`src/logic/ch1_out_consts.vh`:
```
// Constants of the channel one output stage: register offsets, fields,
// reset values, codes and limits.
// Assumes quantities arrive as signed counts where 10000 counts is full scale.
`ifndef CH1_OUT_CONSTS_VH
`define CH1_OUT_CONSTS_VH

// ----------------------------------------------------------------------
// Register offsets (byte addresses, one word each)
// ----------------------------------------------------------------------
`define REG_CTRL        8'h00
`define REG_EXPAND      8'h04
`define REG_OFFSET_X    8'h08
`define REG_OFFSET_RV   8'h0c
`define REG_OFFSET_RDBM 8'h10
`define REG_STATUS      8'h14
`define REG_DISP_VAL    8'h18
`define REG_OUT_VAL     8'h1c

// ----------------------------------------------------------------------
// Control register fields
// ----------------------------------------------------------------------
`define CTRL_QSEL_LSB   0
`define CTRL_QSEL_MSB   2
`define CTRL_SRC_BIT    3
`define CTRL_RATIO_LSB  4
`define CTRL_RATIO_MSB  5
`define CTRL_OFSEN_LSB  6
`define CTRL_OFSEN_MSB  8
`define CTRL_WIDTH      9
`define CTRL_RESET      9'h000
`define EXPAND_WIDTH    10
`define EXPAND_RESET    10'h000
`define OFFSET_RESET    16'h0000

// ----------------------------------------------------------------------
// Status register fields
// ----------------------------------------------------------------------
`define STAT_UNDERFLOW  0
`define STAT_OUT_OVERLOAD_FLAG   1
`define STAT_DISP_OVERLOAD_FLAG  2
`define STAT_EXP_IND    3
`define STAT_DIG_LSB    4
`define STAT_DIG_MSB    5
`define STAT_BUSY       6

// ----------------------------------------------------------------------
// Codes
// ----------------------------------------------------------------------
`define Q_X             3'h0
`define Q_RV            3'h1
`define Q_RDBM          3'h2
`define Q_XNOISE        3'h3
`define Q_AUX1          3'h4
`define EXP_X1          2'h0
`define EXP_X10         2'h1
`define EXP_EXPAND_BY_HUNDRED        2'h2
`define RATIO_OFF       2'h0
`define RATIO_AUX1      2'h1
`define RATIO_AUX2      2'h2
`define SRC_DISPLAY     1'b0
`define SRC_X           1'b1

// ----------------------------------------------------------------------
// Limits (counts, 1 count = 0.01 % of full scale = 1 mV at the output)
// ----------------------------------------------------------------------
`define DISP_LIMIT_CNT  32'h00002af8
`define OUT_LIMIT_MV    32'h00002904
`define UNDERFLOW_MV    16'h0032
`define RATIO_NORM_MV   16'h03e8
`define DIV_STEPS       6'h20

`endif

```
`src/logic/expand_stage.v`:
```
// Expand multiplier with a magnitude limit check and a saturated result.
// Assumes a signed input in counts; purely combinational, the caller registers.
`timescale 1ns/100ps
`include "ch1_out_consts.vh"

module expand_stage #(
    parameter [31:0] LIMIT = 32'h00000000
) (
    input  wire [23:0] value_i,
    input  wire [1:0]  factor_i,
    output reg  [15:0] scaled_o,
    output wire        over_o
);
    wire signed [31:0] val_s = {{8{value_i[23]}}, value_i};
    reg  signed [31:0] prod;
    wire        [31:0] mag   = prod[31] ? (~prod + 32'h00000001) : prod;

    // --------------------------------------------------------------
    // Multiply and compare
    // --------------------------------------------------------------
    always @* begin
        case (factor_i)
            `EXP_X10:  prod = val_s * 32'sh0000000a;
            `EXP_EXPAND_BY_HUNDRED: prod = val_s * 32'sh00000064;
            default:   prod = val_s;
        endcase
        if (prod > 32'sh00007fff) begin
            scaled_o = 16'h7fff;
        end else if (prod < -32'sh00007fff) begin
            scaled_o = 16'h8001;
        end else begin
            scaled_o = prod[15:0];
        end
    end

    // Limit is taken on the expanded value, so the range shrinks by the factor
    assign over_o = (mag > LIMIT);

endmodule // expand_stage

```
`src/logic/channel_one_analog_out_stage.v`:
```
// Channel one output stage: offset, ratio, expand, source select, overload
// and ratio underflow detection, with a small register port.
// Assumes all inputs are synchronous to clk_i and sample_i pulses one cycle
// per new set of upstream quantities.
//
// Contract
// - Underflow flag on while selected ratio aux input magnitude is below 50 mV.
// - One expand factor per displayed quantity: times one, ten or hundred.
// - Light the ten or hundred indicator for the factor; none at one.
// - Analog output multiplied by the active factor before the converter.
// - Display value unchanged, one extra digit at ten, two at hundred.
// - In-display expand indicator on when shown value's factor is not one.
// - Expand acts only at output, after offset and ratio; internals untouched.
// - Output source selects display quantity or X for the analog output.
// - Display source: 10 V is display full scale with display settings.
// - X source: 10 V is full scale with X offset, ratio and expand.
// - No indication of the output expand when X drives another display.
// - One X offset, ratio and expand shared; other quantities keep their own.
// - Output overload flag when analog output exceeds 10.5 V magnitude.
// - Display overload beyond 110 percent full scale divided by the factor.
// - Ratio off, by aux one or aux two, divisor normalised to 1.000 V.
// - Offsets are a percentage of full scale sensitivity.
//
// Chosen here: the register addresses and the strobed register port.
`timescale 1ns/100ps
`include "ch1_out_consts.vh"

module channel_one_analog_out_stage (
    input  wire        clk_i,
    input  wire        rst_i,
    input  wire [7:0]  addr_i,
    input  wire [31:0] wdata_i,
    input  wire        we_i,
    input  wire        re_i,
    output reg  [31:0] rdata_o,
    input  wire        sample_i,
    input  wire [15:0] x_i,
    input  wire [15:0] rv_i,
    input  wire [15:0] rdbm_i,
    input  wire [15:0] xnoise_i,
    input  wire [15:0] aux1_mv_i,
    input  wire [15:0] aux2_mv_i,
    output reg  [15:0] channel_one_analog_out_o,
    output reg         out_valid_o,
    output reg  [23:0] disp_value_o,
    output reg  [1:0]  disp_extra_digits_o,
    output reg         expand_by_ten_o,
    output reg         expand_by_hundred_o,
    output reg         disp_expand_ind_o,
    output reg         overload_flag_out_o,
    output reg         overload_flag_disp_o,
    output reg         underflow_o,
    output wire        busy_o
);
    // --------------------------------------------------------------
    // Sequencer states
    // --------------------------------------------------------------
    localparam [1:0] S_IDLE = 2'h0;
    localparam [1:0] S_DISP = 2'h1;
    localparam [1:0] S_X    = 2'h2;
    localparam [1:0] S_DONE = 2'h3;

    // --------------------------------------------------------------
    // Software state
    // --------------------------------------------------------------
    reg  [`CTRL_WIDTH-1:0]   ctrl_q;
    reg  [`EXPAND_WIDTH-1:0] expand_q;
    reg  [15:0]              ofs_x_q;
    reg  [15:0]              ofs_rv_q;
    reg  [15:0]              ofs_rdbm_q;

    wire [2:0] qsel      = ctrl_q[`CTRL_QSEL_MSB:`CTRL_QSEL_LSB];
    wire       out_src   = ctrl_q[`CTRL_SRC_BIT];
    wire [1:0] ratio_sel = ctrl_q[`CTRL_RATIO_MSB:`CTRL_RATIO_LSB];
    wire [2:0] ofs_en    = ctrl_q[`CTRL_OFSEN_MSB:`CTRL_OFSEN_LSB];

    // --------------------------------------------------------------
    // Expand factor per quantity
    // --------------------------------------------------------------
    // Two bits per quantity code; dBm and aux never expand.
    function [1:0] eff_expand;
        input [2:0]                q;
        input [`EXPAND_WIDTH-1:0]  e;
        reg   [1:0]                f;
        begin
            f = 2'h0;
            case (q)
                `Q_X:      f = e[1:0];
                `Q_RV:     f = e[3:2];
                `Q_XNOISE: f = e[7:6];
                default:   f = `EXP_X1;
            endcase
            eff_expand = (f == 2'h3) ? `EXP_X1 : f;
        end
    endfunction

    wire [1:0] disp_exp = eff_expand(qsel, expand_q);
    wire [1:0] x_exp    = eff_expand(`Q_X, expand_q);
    wire [1:0] out_exp  = (out_src == `SRC_X) ? x_exp : disp_exp;

    // --------------------------------------------------------------
    // Offset before ratio
    // --------------------------------------------------------------
    // Offset counts are 0.01 % of full scale, so they add straight on.
    wire signed [23:0] x_s    = {{8{x_i[15]}}, x_i};
    wire signed [23:0] rv_s   = {{8{rv_i[15]}}, rv_i};
    wire signed [23:0] rdbm_s = {{8{rdbm_i[15]}}, rdbm_i};
    wire signed [23:0] xn_s   = {{8{xnoise_i[15]}}, xnoise_i};
    wire signed [23:0] aux1_s = {{8{aux1_mv_i[15]}}, aux1_mv_i};
    wire signed [23:0] ox_s   = {{8{ofs_x_q[15]}}, ofs_x_q};
    wire signed [23:0] orv_s  = {{8{ofs_rv_q[15]}}, ofs_rv_q};
    wire signed [23:0] odb_s  = {{8{ofs_rdbm_q[15]}}, ofs_rdbm_q};

    wire [23:0] x_ofs  = ofs_en[0] ? (x_s + ox_s) : x_s;
    wire [23:0] rv_ofs = ofs_en[1] ? (rv_s + orv_s) : rv_s;
    wire [23:0] db_ofs = ofs_en[2] ? (rdbm_s + odb_s) : rdbm_s;

    reg  [23:0] disp_pre;
    reg         disp_ratioed;
    always @* begin
        case (qsel)
            `Q_RV: begin
                disp_pre     = rv_ofs;
                disp_ratioed = 1'b1;
            end
            `Q_RDBM: begin
                disp_pre     = db_ofs;
                disp_ratioed = 1'b0;
            end
            `Q_XNOISE: begin
                disp_pre     = xn_s;
                disp_ratioed = 1'b1;
            end
            `Q_AUX1: begin
                disp_pre     = aux1_s;
                disp_ratioed = 1'b0;
            end
            default: begin
                disp_pre     = x_ofs;
                disp_ratioed = 1'b1;
            end
        endcase
    end

    // --------------------------------------------------------------
    // Ratio divisor and underflow
    // --------------------------------------------------------------
    wire [15:0] aux_sel  = (ratio_sel == `RATIO_AUX2) ? aux2_mv_i : aux1_mv_i;
    wire        ratio_on = (ratio_sel == `RATIO_AUX1) || (ratio_sel == `RATIO_AUX2);
    wire [15:0] aux_mag  = aux_sel[15] ? (~aux_sel + 16'h0001) : aux_sel;
    wire        under_now = ratio_on && (aux_mag < `UNDERFLOW_MV);

    // --------------------------------------------------------------
    // Sample sequencer and shared divider
    // --------------------------------------------------------------
    // One restoring divider serves both paths in turn; a sample that
    // arrives while busy is dropped, the previous result stays shown.
    reg  [1:0]  state_q;
    reg  [23:0] disp_pre_q;
    reg  [23:0] x_pre_q;
    reg         disp_div_q;
    reg         x_div_q;
    reg  [15:0] den_q;
    reg         den_neg_q;
    reg         under_q;
    reg  [31:0] num_q;
    reg  [16:0] rem_q;
    reg  [5:0]  cnt_q;
    reg         neg_q;
    reg  [23:0] disp_res_q;
    reg  [23:0] x_res_q;
    reg         div_run_q;

    assign busy_o = (state_q != S_IDLE);

    wire [23:0] cur_pre   = (state_q == S_DISP) ? disp_pre_q : x_pre_q;
    wire [23:0] cur_mag   = cur_pre[23] ? (~cur_pre + 24'h000001) : cur_pre;
    wire [31:0] num_start = {8'h00, cur_mag} * {16'h0000, `RATIO_NORM_MV};
    wire [16:0] rem_shift = {rem_q[15:0], num_q[31]};
    wire        q_bit     = (rem_shift >= {1'b0, den_q});
    wire [16:0] rem_next  = q_bit ? (rem_shift - {1'b0, den_q}) : rem_shift;
    wire [31:0] quot_next = {num_q[30:0], q_bit};

    // Saturate the quotient into the signed 24-bit range
    wire [23:0] quot_sat  = (quot_next > 32'h007fffff) ? 24'h7fffff : quot_next[23:0];
    wire [23:0] quot_res  = neg_q ? (~quot_sat + 24'h000001) : quot_sat;
    wire        div_last  = div_run_q && (cnt_q == `DIV_STEPS - 6'h01);

    always @(posedge clk_i) begin
        if (rst_i) begin
            state_q    <= S_IDLE;
            disp_pre_q <= 24'h000000;
            x_pre_q    <= 24'h000000;
            disp_div_q <= 1'b0;
            x_div_q    <= 1'b0;
            den_q      <= 16'h0000;
            den_neg_q  <= 1'b0;
            under_q    <= 1'b0;
            num_q      <= 32'h00000000;
            rem_q      <= 17'h00000;
            cnt_q      <= 6'h00;
            neg_q      <= 1'b0;
            div_run_q  <= 1'b0;
            disp_res_q <= 24'h000000;
            x_res_q    <= 24'h000000;
        end else begin
            case (state_q)
                S_IDLE: begin
                    if (sample_i) begin
                        disp_pre_q <= disp_pre;
                        x_pre_q    <= x_ofs;
                        disp_div_q <= ratio_on && disp_ratioed;
                        x_div_q    <= ratio_on;
                        den_q      <= aux_mag;
                        den_neg_q  <= aux_sel[15];
                        under_q    <= under_now;
                        div_run_q  <= 1'b0;
                        state_q    <= S_DISP;
                    end
                end
                S_DISP, S_X: begin
                    if (!((state_q == S_DISP) ? disp_div_q : x_div_q)) begin
                        // Ratio off, or a display quantity that is not ratioed (dBm, aux): the value passes unchanged
                        if (state_q == S_DISP) begin
                            disp_res_q <= disp_pre_q;
                            state_q    <= S_X;
                        end else begin
                            x_res_q <= x_pre_q;
                            state_q <= S_DONE;
                        end
                    end else if (!div_run_q) begin
                        num_q     <= num_start;
                        rem_q     <= 17'h00000;
                        cnt_q     <= 6'h00;
                        neg_q     <= cur_pre[23] ^ den_neg_q;
                        div_run_q <= 1'b1;
                    end else begin
                        num_q <= quot_next;
                        rem_q <= rem_next;
                        cnt_q <= cnt_q + 6'h01;
                        if (div_last) begin
                            div_run_q <= 1'b0;
                            if (state_q == S_DISP) begin
                                disp_res_q <= quot_res;
                                state_q    <= S_X;
                            end else begin
                                x_res_q <= quot_res;
                                state_q <= S_DONE;
                            end
                        end
                    end
                end
                S_DONE: begin
                    state_q <= S_IDLE;
                end
                default: begin
                    state_q <= S_IDLE;
                end
            endcase
        end
    end

    // --------------------------------------------------------------
    // Expand stages
    // --------------------------------------------------------------
    // Expansion only touches what leaves the block; the ratioed values
    // above are never scaled.
    wire [23:0] out_pre = (out_src == `SRC_X) ? x_res_q : disp_res_q;
    wire [15:0] out_scaled;
    wire        out_over;
    wire        disp_over;

    expand_stage #(
        .LIMIT (`OUT_LIMIT_MV)
    ) u_out_stage (
        .value_i  (out_pre),
        .factor_i (out_exp),
        .scaled_o (out_scaled),
        .over_o   (out_over)
    );

    expand_stage #(
        .LIMIT (`DISP_LIMIT_CNT)
    ) u_disp_stage (
        .value_i  (disp_res_q),
        .factor_i (disp_exp),
        .scaled_o (),
        .over_o   (disp_over)
    );

    // --------------------------------------------------------------
    // Output update: values once per processed sample, indicators every cycle
    // --------------------------------------------------------------
    always @(posedge clk_i) begin
        if (rst_i) begin
            channel_one_analog_out_o <= 16'h0000;
            out_valid_o              <= 1'b0;
            disp_value_o             <= 24'h000000;
            disp_extra_digits_o      <= 2'h0;
            expand_by_ten_o          <= 1'b0;
            expand_by_hundred_o      <= 1'b0;
            disp_expand_ind_o        <= 1'b0;
            overload_flag_out_o      <= 1'b0;
            overload_flag_disp_o     <= 1'b0;
            underflow_o              <= 1'b0;
        end else begin
            out_valid_o <= (state_q == S_DONE);
            if (state_q == S_DONE) begin
                // 1 count is 1 mV, so full scale lands on 10 V
                channel_one_analog_out_o <= out_scaled;
                disp_value_o             <= disp_res_q;
                overload_flag_out_o      <= out_over;
                overload_flag_disp_o     <= disp_over;
                underflow_o              <= under_q;
            end
            // Indicators follow the display quantity only, never the X output
            expand_by_ten_o     <= (disp_exp == `EXP_X10);
            expand_by_hundred_o <= (disp_exp == `EXP_EXPAND_BY_HUNDRED);
            disp_expand_ind_o   <= (disp_exp != `EXP_X1);
            disp_extra_digits_o <= (disp_exp == `EXP_EXPAND_BY_HUNDRED) ? 2'h2 :
                                   (disp_exp == `EXP_X10)  ? 2'h1 : 2'h0;
        end
    end

    // --------------------------------------------------------------
    // Register port
    // --------------------------------------------------------------
    always @(posedge clk_i) begin
        if (rst_i) begin
            ctrl_q     <= `CTRL_RESET;
            expand_q   <= `EXPAND_RESET;
            ofs_x_q    <= `OFFSET_RESET;
            ofs_rv_q   <= `OFFSET_RESET;
            ofs_rdbm_q <= `OFFSET_RESET;
        end else if (we_i) begin
            case (addr_i)
                `REG_CTRL:        ctrl_q     <= wdata_i[`CTRL_WIDTH-1:0];
                `REG_EXPAND:      expand_q   <= wdata_i[`EXPAND_WIDTH-1:0];
                `REG_OFFSET_X:    ofs_x_q    <= wdata_i[15:0];
                `REG_OFFSET_RV:   ofs_rv_q   <= wdata_i[15:0];
                `REG_OFFSET_RDBM: ofs_rdbm_q <= wdata_i[15:0];
                default:          ctrl_q     <= ctrl_q;
            endcase
        end
    end

    reg [31:0] rd_mux;
    always @* begin
        rd_mux = 32'h00000000;
        case (addr_i)
            `REG_CTRL:        rd_mux[`CTRL_WIDTH-1:0]   = ctrl_q;
            `REG_EXPAND:      rd_mux[`EXPAND_WIDTH-1:0] = expand_q;
            `REG_OFFSET_X:    rd_mux[15:0]              = ofs_x_q;
            `REG_OFFSET_RV:   rd_mux[15:0]              = ofs_rv_q;
            `REG_OFFSET_RDBM: rd_mux[15:0]              = ofs_rdbm_q;
            `REG_STATUS: begin
                rd_mux[`STAT_UNDERFLOW] = underflow_o;
                rd_mux[`STAT_OUT_OVERLOAD_FLAG]  = overload_flag_out_o;
                rd_mux[`STAT_DISP_OVERLOAD_FLAG] = overload_flag_disp_o;
                rd_mux[`STAT_EXP_IND]   = disp_expand_ind_o;
                rd_mux[`STAT_DIG_MSB:`STAT_DIG_LSB] = disp_extra_digits_o;
                rd_mux[`STAT_BUSY]      = busy_o;
            end
            `REG_DISP_VAL:    rd_mux = {{8{disp_value_o[23]}}, disp_value_o};
            `REG_OUT_VAL:     rd_mux = {{16{channel_one_analog_out_o[15]}},
                                        channel_one_analog_out_o};
            default:          rd_mux = 32'h00000000;
        endcase
    end

    // Read data stands only in the cycle after the strobe
    always @(posedge clk_i) begin
        if (rst_i) begin
            rdata_o <= 32'h00000000;
        end else begin
            rdata_o <= re_i ? rd_mux : 32'h00000000;
        end
    end

endmodule // channel_one_analog_out_stage

```
`config.mk`:
```
export PLATFORM = sky130hd
export DESIGN_NAME = channel_one_analog_out_stage
export DESIGN_NICKNAME = d
export VERILOG_FILES = /design/src/logic/expand_stage.v /design/src/logic/channel_one_analog_out_stage.v
export VERILOG_INCLUDE_DIRS = /design/src /design/src/logic
export SDC_FILE = /design/constraint.sdc
export NUM_CORES = 2
export LEC_CHECK = 0
export BUFFER_PORTS_ARGS = -buffer_cell sky130_fd_sc_hd__buf_2
export CAP_MARGIN = 20
export CORE_ASPECT_RATIO = 0.5
export CORE_UTILIZATION = 35
export CTS_BUF_LIST = sky130_fd_sc_hd__clkbuf_8 sky130_fd_sc_hd__clkbuf_16
export DETAILED_ROUTE_END_ITERATION = 7
export PLACE_DENSITY_LB_ADDON = 0.2
export SETUP_SLACK_MARGIN = 0.5
export SLEW_MARGIN = 25
export SYNTH_ARGS = -nofsm -noshare
export SYNTH_HDL_FRONTEND = slang
export SYNTH_SLANG_ARGS = --single-unit
```
`constraint.sdc`:
```
create_clock -name clk_i -period 7.6 [get_ports clk_i]
set_input_delay 0.38 -clock clk_i [delete_from_list [all_inputs] [get_ports clk_i]]
set_output_delay 0.38 -clock clk_i [all_outputs]
set_load 0.1 [all_outputs]
```
# Yosys cells after proc, flatten, opt, wreduce, memory -nomap -nowiden
# Index checks and enable logic that the tools add are counted.
# classes
n_mux,55
n_eq_ne,29
n_reduce_logical,26
n_bitwise,9
add_sub_neg,10
magnitude_cmp,7
n_mul,5
# ops
operator,count
2-to-1 mux 24 bit,18
one-hot mux 32 bit (2 select lines),2
2-to-1 mux 16 bit,6
2-to-1 mux 32 bit,3
one-hot mux 24 bit (4 select lines),1
"adder 32 x 1 -> 32 bit, second input constant",2
"greater-than comparator 32 x 14 -> 1 bit, second input constant",2
inverter 32 bit,2
"multiplier 24 x 6 -> 30 bit, second input constant",2
"multiplier 24 x 4 -> 28 bit, second input constant",2
one-hot mux 7 bit (8 select lines),1
adder 16 x 16 -> 17 bit,3
"adder 24 x 1 -> 24 bit, second input constant",2
inverter 24 bit,2
"== test 8 x 5 -> 1 bit, second input constant",4
"greater-than comparator 32 x 16 -> 1 bit, second input constant",1
"greater-than comparator 32 x 23 -> 1 bit, second input constant",1
"less-than comparator 32 x 16 -> 1 bit, second input constant",1
one-hot mux 16 bit (2 select lines),1
one-hot mux 6 bit (5 select lines),1
"multiplier 24 x 7 -> 29 bit, second input constant",1
>= comparator 17 x 16 -> 1 bit,1
"adder 16 x 1 -> 16 bit, second input constant",1
"== test 8 x 4 -> 1 bit, second input constant",2
32 further kinds,79
# word_totals
inputBits,141
output_inout_bits,82
word_cells,173
register_bits,322

# Longest topological paths before layout
# logic_depth
depth_word,11
ltp_mapped,31
ltp_nobuf,30

# Hierarchy
# A second synthesis with hierarchy kept.
# unflattened
hier_cells,4248
area_unflattened_um2,32946.6
# modules_own_cells
module,instances,cells_each,seq_area_each_um2,area_per_inst_um2
channel_one_analog_out_stage,1,2646,5985.7,21177.8
expand_stage at u_out_stage,1,810,0.0,5967.0
expand_stage at u_disp_stage,1,792,0.0,5801.8

# Least setup slack after synthesis
# No wires, ideal clock.
# synth_path
path_type,register -> register
startpoint,register state_q[1]
endpoint,register num_q[23]
t_arrival_ps,6709
slack_ps,805
synth_period_minus_slack_ps,6795
path_buffers,3
setup_time_ps,86
required_time_ps,7514
path_stages_with_launch,27
path_cell_list,dfxtp_1 -> inv_1 -> ha_1 -> clkbuf_1 -> buf_1 -> buf_1 -> mux2i_1 -> a21oi_1 -> xnor2_1 -> inv_1 -> fa_1 -> inv_1 -> fa_1 -> fa_1 -> fa_1 -> ha_1 -> or2_2 -> a21oi_1 -> a211o_1 -> a31oi_1 -> a21o_1 -> o21a_1 -> o21a_1 -> nor2_1 -> xnor2_1 -> mux2i_1 -> a211oi_1
# synth_between
elab_chain_len,7
word_cells_on_any_way,11
cone_classes,1 x add/sub; 1 x mul; 2 x eq/ne; 4 x mux; 1 x bitwise; 2 x reduce/logical
# synth_rtl
element,line,source
"start, declared",channel_one_analog_out_stage.v:158,reg [1:0] state_q;
"start signal, assigned",channel_one_analog_out_stage.v:191,state_q <= S_IDLE;
"start signal, assigned",channel_one_analog_out_stage.v:218,state_q <= S_DISP;
"start signal, assigned",channel_one_analog_out_stage.v:226,state_q <= S_X;
== test 2 x 1 -> 1 bit,"channel_one_analog_out_stage.v:176, channel_one_analog_out_stage.v:207, channel_one_analog_out_stage.v:222",
2-to-1 mux 24 bit,channel_one_analog_out_stage.v:176,wire [23:0] cur_pre = (state_q == S_DISP) ? disp_pre_q : x_pre_q;
inverter 24 bit,channel_one_analog_out_stage.v:177,wire [23:0] cur_mag = cur_pre[23] ? (~cur_pre + 24'h000001) : cur_pre;
adder 24 x 1 -> 24 bit,channel_one_analog_out_stage.v:177,
2-to-1 mux 24 bit,channel_one_analog_out_stage.v:177,
multiplier 24 x 7 -> 29 bit,channel_one_analog_out_stage.v:178,"wire [31:0] num_start = {8'h00, cur_mag} * {16'h0000, `RATIO_NORM_MV};"
2-to-1 mux 32 bit,channel_one_analog_out_stage.v:231,end else if (!div_run_q) begin
"end signal, assigned",channel_one_analog_out_stage.v:232,num_q <= num_start;
"end signal, assigned",channel_one_analog_out_stage.v:238,num_q <= quot_next;
"end, declared",channel_one_analog_out_stage.v:166,reg [31:0] num_q;
# Several ways; a longest one is shown, not always the timed one.
# A chain may end at the register's enable or synchronous reset.

# Worst setup path after layout
# layout_path
startpoint,register ctrl_q[3]
endpoint,register overload_flag_out_o
# layout_between
elab_chain_len,7
word_cells_on_any_way,11
cone_classes,1 x add/sub; 2 x mul; 1 x order compare; 2 x eq/ne; 4 x mux; 1 x bitwise
# layout_rtl
element,line,source
"start, declared",channel_one_analog_out_stage.v:66,reg [`CTRL_WIDTH-1:0] ctrl_q;
"start signal, assigned",channel_one_analog_out_stage.v:330,ctrl_q <= `CTRL_RESET;
"start signal, assigned",channel_one_analog_out_stage.v:337,`REG_CTRL: ctrl_q <= wdata_i[`CTRL_WIDTH-1:0];
"start signal, assigned",channel_one_analog_out_stage.v:342,default: ctrl_q <= ctrl_q;
2-to-1 mux 24 bit / 2-to-1 mux 2 bit (equally long branches),"channel_one_analog_out_stage.v:268, channel_one_analog_out_stage.v:99",
multiplier 24 x 4 -> 28 bit (tied with other cells),expand_stage.v:23,`EXP_X10: prod = val_s * 32'sh0000000a;
one-hot mux 32 bit (2 select lines) (*),expand_stage.v:22,case (factor_i)
inverter 32 bit,expand_stage.v:16,wire [31:0] mag = prod[31] ? (~prod + 32'h00000001) : prod;
adder 32 x 1 -> 32 bit,expand_stage.v:16,
2-to-1 mux 32 bit (*),expand_stage.v:16,
greater-than comparator 32 x 14 -> 1 bit (*),expand_stage.v:37,assign over_o = (mag > LIMIT);
"end signal, assigned",channel_one_analog_out_stage.v:312,overload_flag_out_o <= out_over;
"end, declared",channel_one_analog_out_stage.v:50,"output reg overload_flag_out_o,"
# Mark *: on every way between the ends. The rest lies on a longest branch, timed or not.

==> impl_metrics.yaml <==
routing:
  top_layer: "met4"
  vias_per_cell: 5.70
  via_count: 31535
  wl_um: 118000
  drt_iter0_drc: 2193
  met3_length_um: 7590
  met2_length_um: 50200
  drc: 0
  drt-pass1-iter-count: 6
  drt-met1-wl_um: 56400
  wire_per_inst_um: 21.3
  final_antenna_net_count: 0
yosys:
  synth_area_per_cell_um2: 7.91
  synth_area_leaders: "dfxtp_1 18%, ha_1 14%, fa_1 8.2%"
  syn_area_um2: 32600
  async_reset_ff_frac: 0
  synth_edf_count: 0
  yosysWarnings: 0
  synth_top_flop_cell: "dfxtp_1"
  yosysTopAreaCellShare: 0.184
  synth.distinct_cells: 100
  yosysMostFrequentCell: "nor2_1"
  syn_inst: 4113
  synth_common_cells: "435 x nor2_1, 433 x nand2_1, 374 x ha_1"
  synth-seq-cells: 299
  synth-seq-area-share: 0.184
  synth_largest_area_cell: "dfxtp_1"
sta:
  fin_skew_ns: 0.0271
  rsz0062_at_grt: "true"
  fmax_mhz: 148
  timing_hold_violations_final: 0
  finalCriticalPeriod_ns: 6.78
  max-slew-margin-rel: 0.298
  period_share: 0.892
  worst_pin_slew_ns: 1.04
  finalSetupTns_ns: 0
  setup_viol: 0
  slew_viol_final: 0
die:
  start_util: 0.356
  die_h_um: 218
  dieArea_um2: 94300
  die_w_um: 433
  num_rows: 78
  core-area_um2: 91300
  io_pins: 223
grt:
  grt_use_total: 0.244
  globalRouteOverflowTotal: 0
  grt_pass1_wl_um: 179000
  grt_pass1_vias: 29384
  antenna_found_initial: 6
  grt_max_degree: 93
worst_setup_path:
  setup.worst_path.end_class: "flip-flop"
  crit_type: "reg -> reg"
  arrival_ns: 7.23
  crit_required_ns: 8.05
  cp-start-kind: "flip-flop"
  slowest_stage: "or4b_4"
  max_stage_delay_ns: 0.63
  worstPathMaxFanout: 20
  path_cells: "buf_4 > mux2_2 > ha_1 > fa_1 > ha_1 > ha_1 > nand4_1 > a21o_1 > a21oi_1 > nor3_1 > a221o_1 > or4_1 > or4b_4 > nor4_1 > a311oi_1 > a21oi_1 > nor4b_2 > o21ai_1"
  cp_common_cell: "ha_1"
  critPathTopFamily: "simple AND/OR/NAND/NOR gates"
  cp_num_buf_inv: 1
layout:
  seq_area_um2: 5990
  drive_gt1_frac: 0.112
  nNetsFinal: 4904
  fillers: 9513
  area_delta_synth_final_pct: 12.3
  multi_input_area_um2: 25300
  fin_area_um2: 36600
placement:
  io_buffers: 206
  dpl-instance-area_um2: 35000
  hpwlAfterDp_um: 93000
  gp_congestion: 0.990
clock_tree:
  cts_tree: "yes"
  clk_path_buf_depth: 3
  clk_latency_ns: 0.59
  cts_max_level: 2
  cts_root_buf: "clkbuf_16"
  cts_made_buffers: 36
  path_clk_slew_ns: 0.06
  clock_sinks: 299
run:
  drv_cap: 0
hold_path:
  hold_class: "in -> reg"
outcome:
  status: "completed"
[through the flow]
stage               hold WS [ns]  setup WS, ns  cells  utilization
floorplan                  0.428         0.805   4148            -
global placement           0.444         0.579   5456        0.383
detailed placement         0.452         0.429   5456        0.383
CTS                       0.0704         0.516   5522        0.398
global route              0.0844         0.469   5529        0.400
finish                    0.0913         0.823   5531        0.400
[kinds of logic (layout without fill, tap and decap cells)]
logic type | count (synthesis) | count (layout) | synth area share
simple gates | 1387 | 1387 | 0.198
mux | 196 | 196 | 0.0646
other cells | 2 | 44 | 0.000231
fa+ha+maj | 507 | 507 | 0.226
compound gates | 1155 | 1155 | 0.236
buf+inv | 408 | 544 | 0.0487
flops | 299 | 299 | 0.184
xor+xnor | 159 | 159 | 0.0428
[state kept, by name, summed over array words and instances (netlist names), 2 cells and up]
name                      cells
num_q                        32
disp_res_q                   24
channel_one_analog_out_o     16
x_pre_q                      17
ofs_x_q                      16
cnt_q                         6
state_q                       2
expand_q                     10
den_q                        16
ofs_rv_q                     16
rdata_o                      24
disp_value_o                 24
rem_q                        16
disp_pre_q                   17
x_res_q                      24
disp_extra_digits_o           2
ofs_rdbm_q                   16
ctrl_q                        9
[per-layer routing]
metal / GRT usage / vias to the layer above
met5: 0 / -
met4: 0.0750 / 0
met3: 0.0345 / 126
met2: 0.367 / 843
met1: 0.357 / 15312
li1: - / 15254
[cell usage in the layout (no fill, tap or decap), drive strengths merged, types with 17 or more instances in the layout]
| cell type | Yosys | layout |
|---|---|---|
| a2111oi | 17 | 17 |
| a211oi | 98 | 98 |
| a21boi | 21 | 21 |
| a21o | 65 | 65 |
| a21oi | 337 | 337 |
| a221oi | 21 | 21 |
| a22oi | 26 | 26 |
| a311oi | 20 | 20 |
| a31oi | 34 | 34 |
| and2 | 28 | 28 |
| and3 | 42 | 42 |
| buf | 45 | 276 |
| clkbuf | 161 | 45 |
| conb | 2 | 37 |
| dfxtp | 299 | 299 |
| fa | 133 | 133 |
| ha | 374 | 374 |
| inv | 198 | 202 |
| mux2 | 40 | 40 |
| mux2i | 149 | 149 |
| nand2 | 434 | 434 |
| nand2b | 44 | 44 |
| nand3 | 71 | 71 |
| nand3b | 18 | 18 |
| nand4 | 28 | 28 |
| nor2 | 435 | 435 |
| nor2b | 32 | 32 |
| nor3 | 114 | 114 |
| nor4 | 24 | 24 |
| o211ai | 55 | 55 |
| o21a | 30 | 30 |
| o21ai | 194 | 194 |
| o21bai | 19 | 19 |
| o22ai | 32 | 32 |
| o31ai | 27 | 27 |
| or2 | 28 | 28 |
| or3 | 28 | 28 |
| xnor2 | 103 | 103 |
| xor2 | 56 | 56 |
[what timing repair did]
item                       CTS  global route
hold buffers                 0             0
pin swaps                    0             2
setup buffers                0             2
setup endpoints to repair    2            26
gates resized for setup      3            33
[worst min-delay path, cell delays in order]
cell and delay [ns]:
buf_2 0.13, nand2_1 0.06, a21oi_1 0.05
[final timing paths]
check	from	to	slack (ns)	cells past startpoint
max reg2reg	ctrl_q[3]	overload_flag_out_o	0.82	18
min	wdata_i[13]	ofs_x_q[13]	0.09	3
max	ctrl_q[3]	overload_flag_out_o	0.82	18
min reg2reg	den_q[3]	den_q[3]	0.46	2
[cell type report]
class	instances	share of cell area
timing repair buffer	276	0.0432
clock inverter	21	0.00822
sequential	299	0.164
multi-input combinational	3441	0.692
inverter	202	0.0207
clock buffer	45	0.0287
tap	1240	0.0424
antenna	7	0.000479
Power is left out: the tool's default activity adds up to more than one toggle a clock period on the data nets, which glitch-free logic cannot reach.
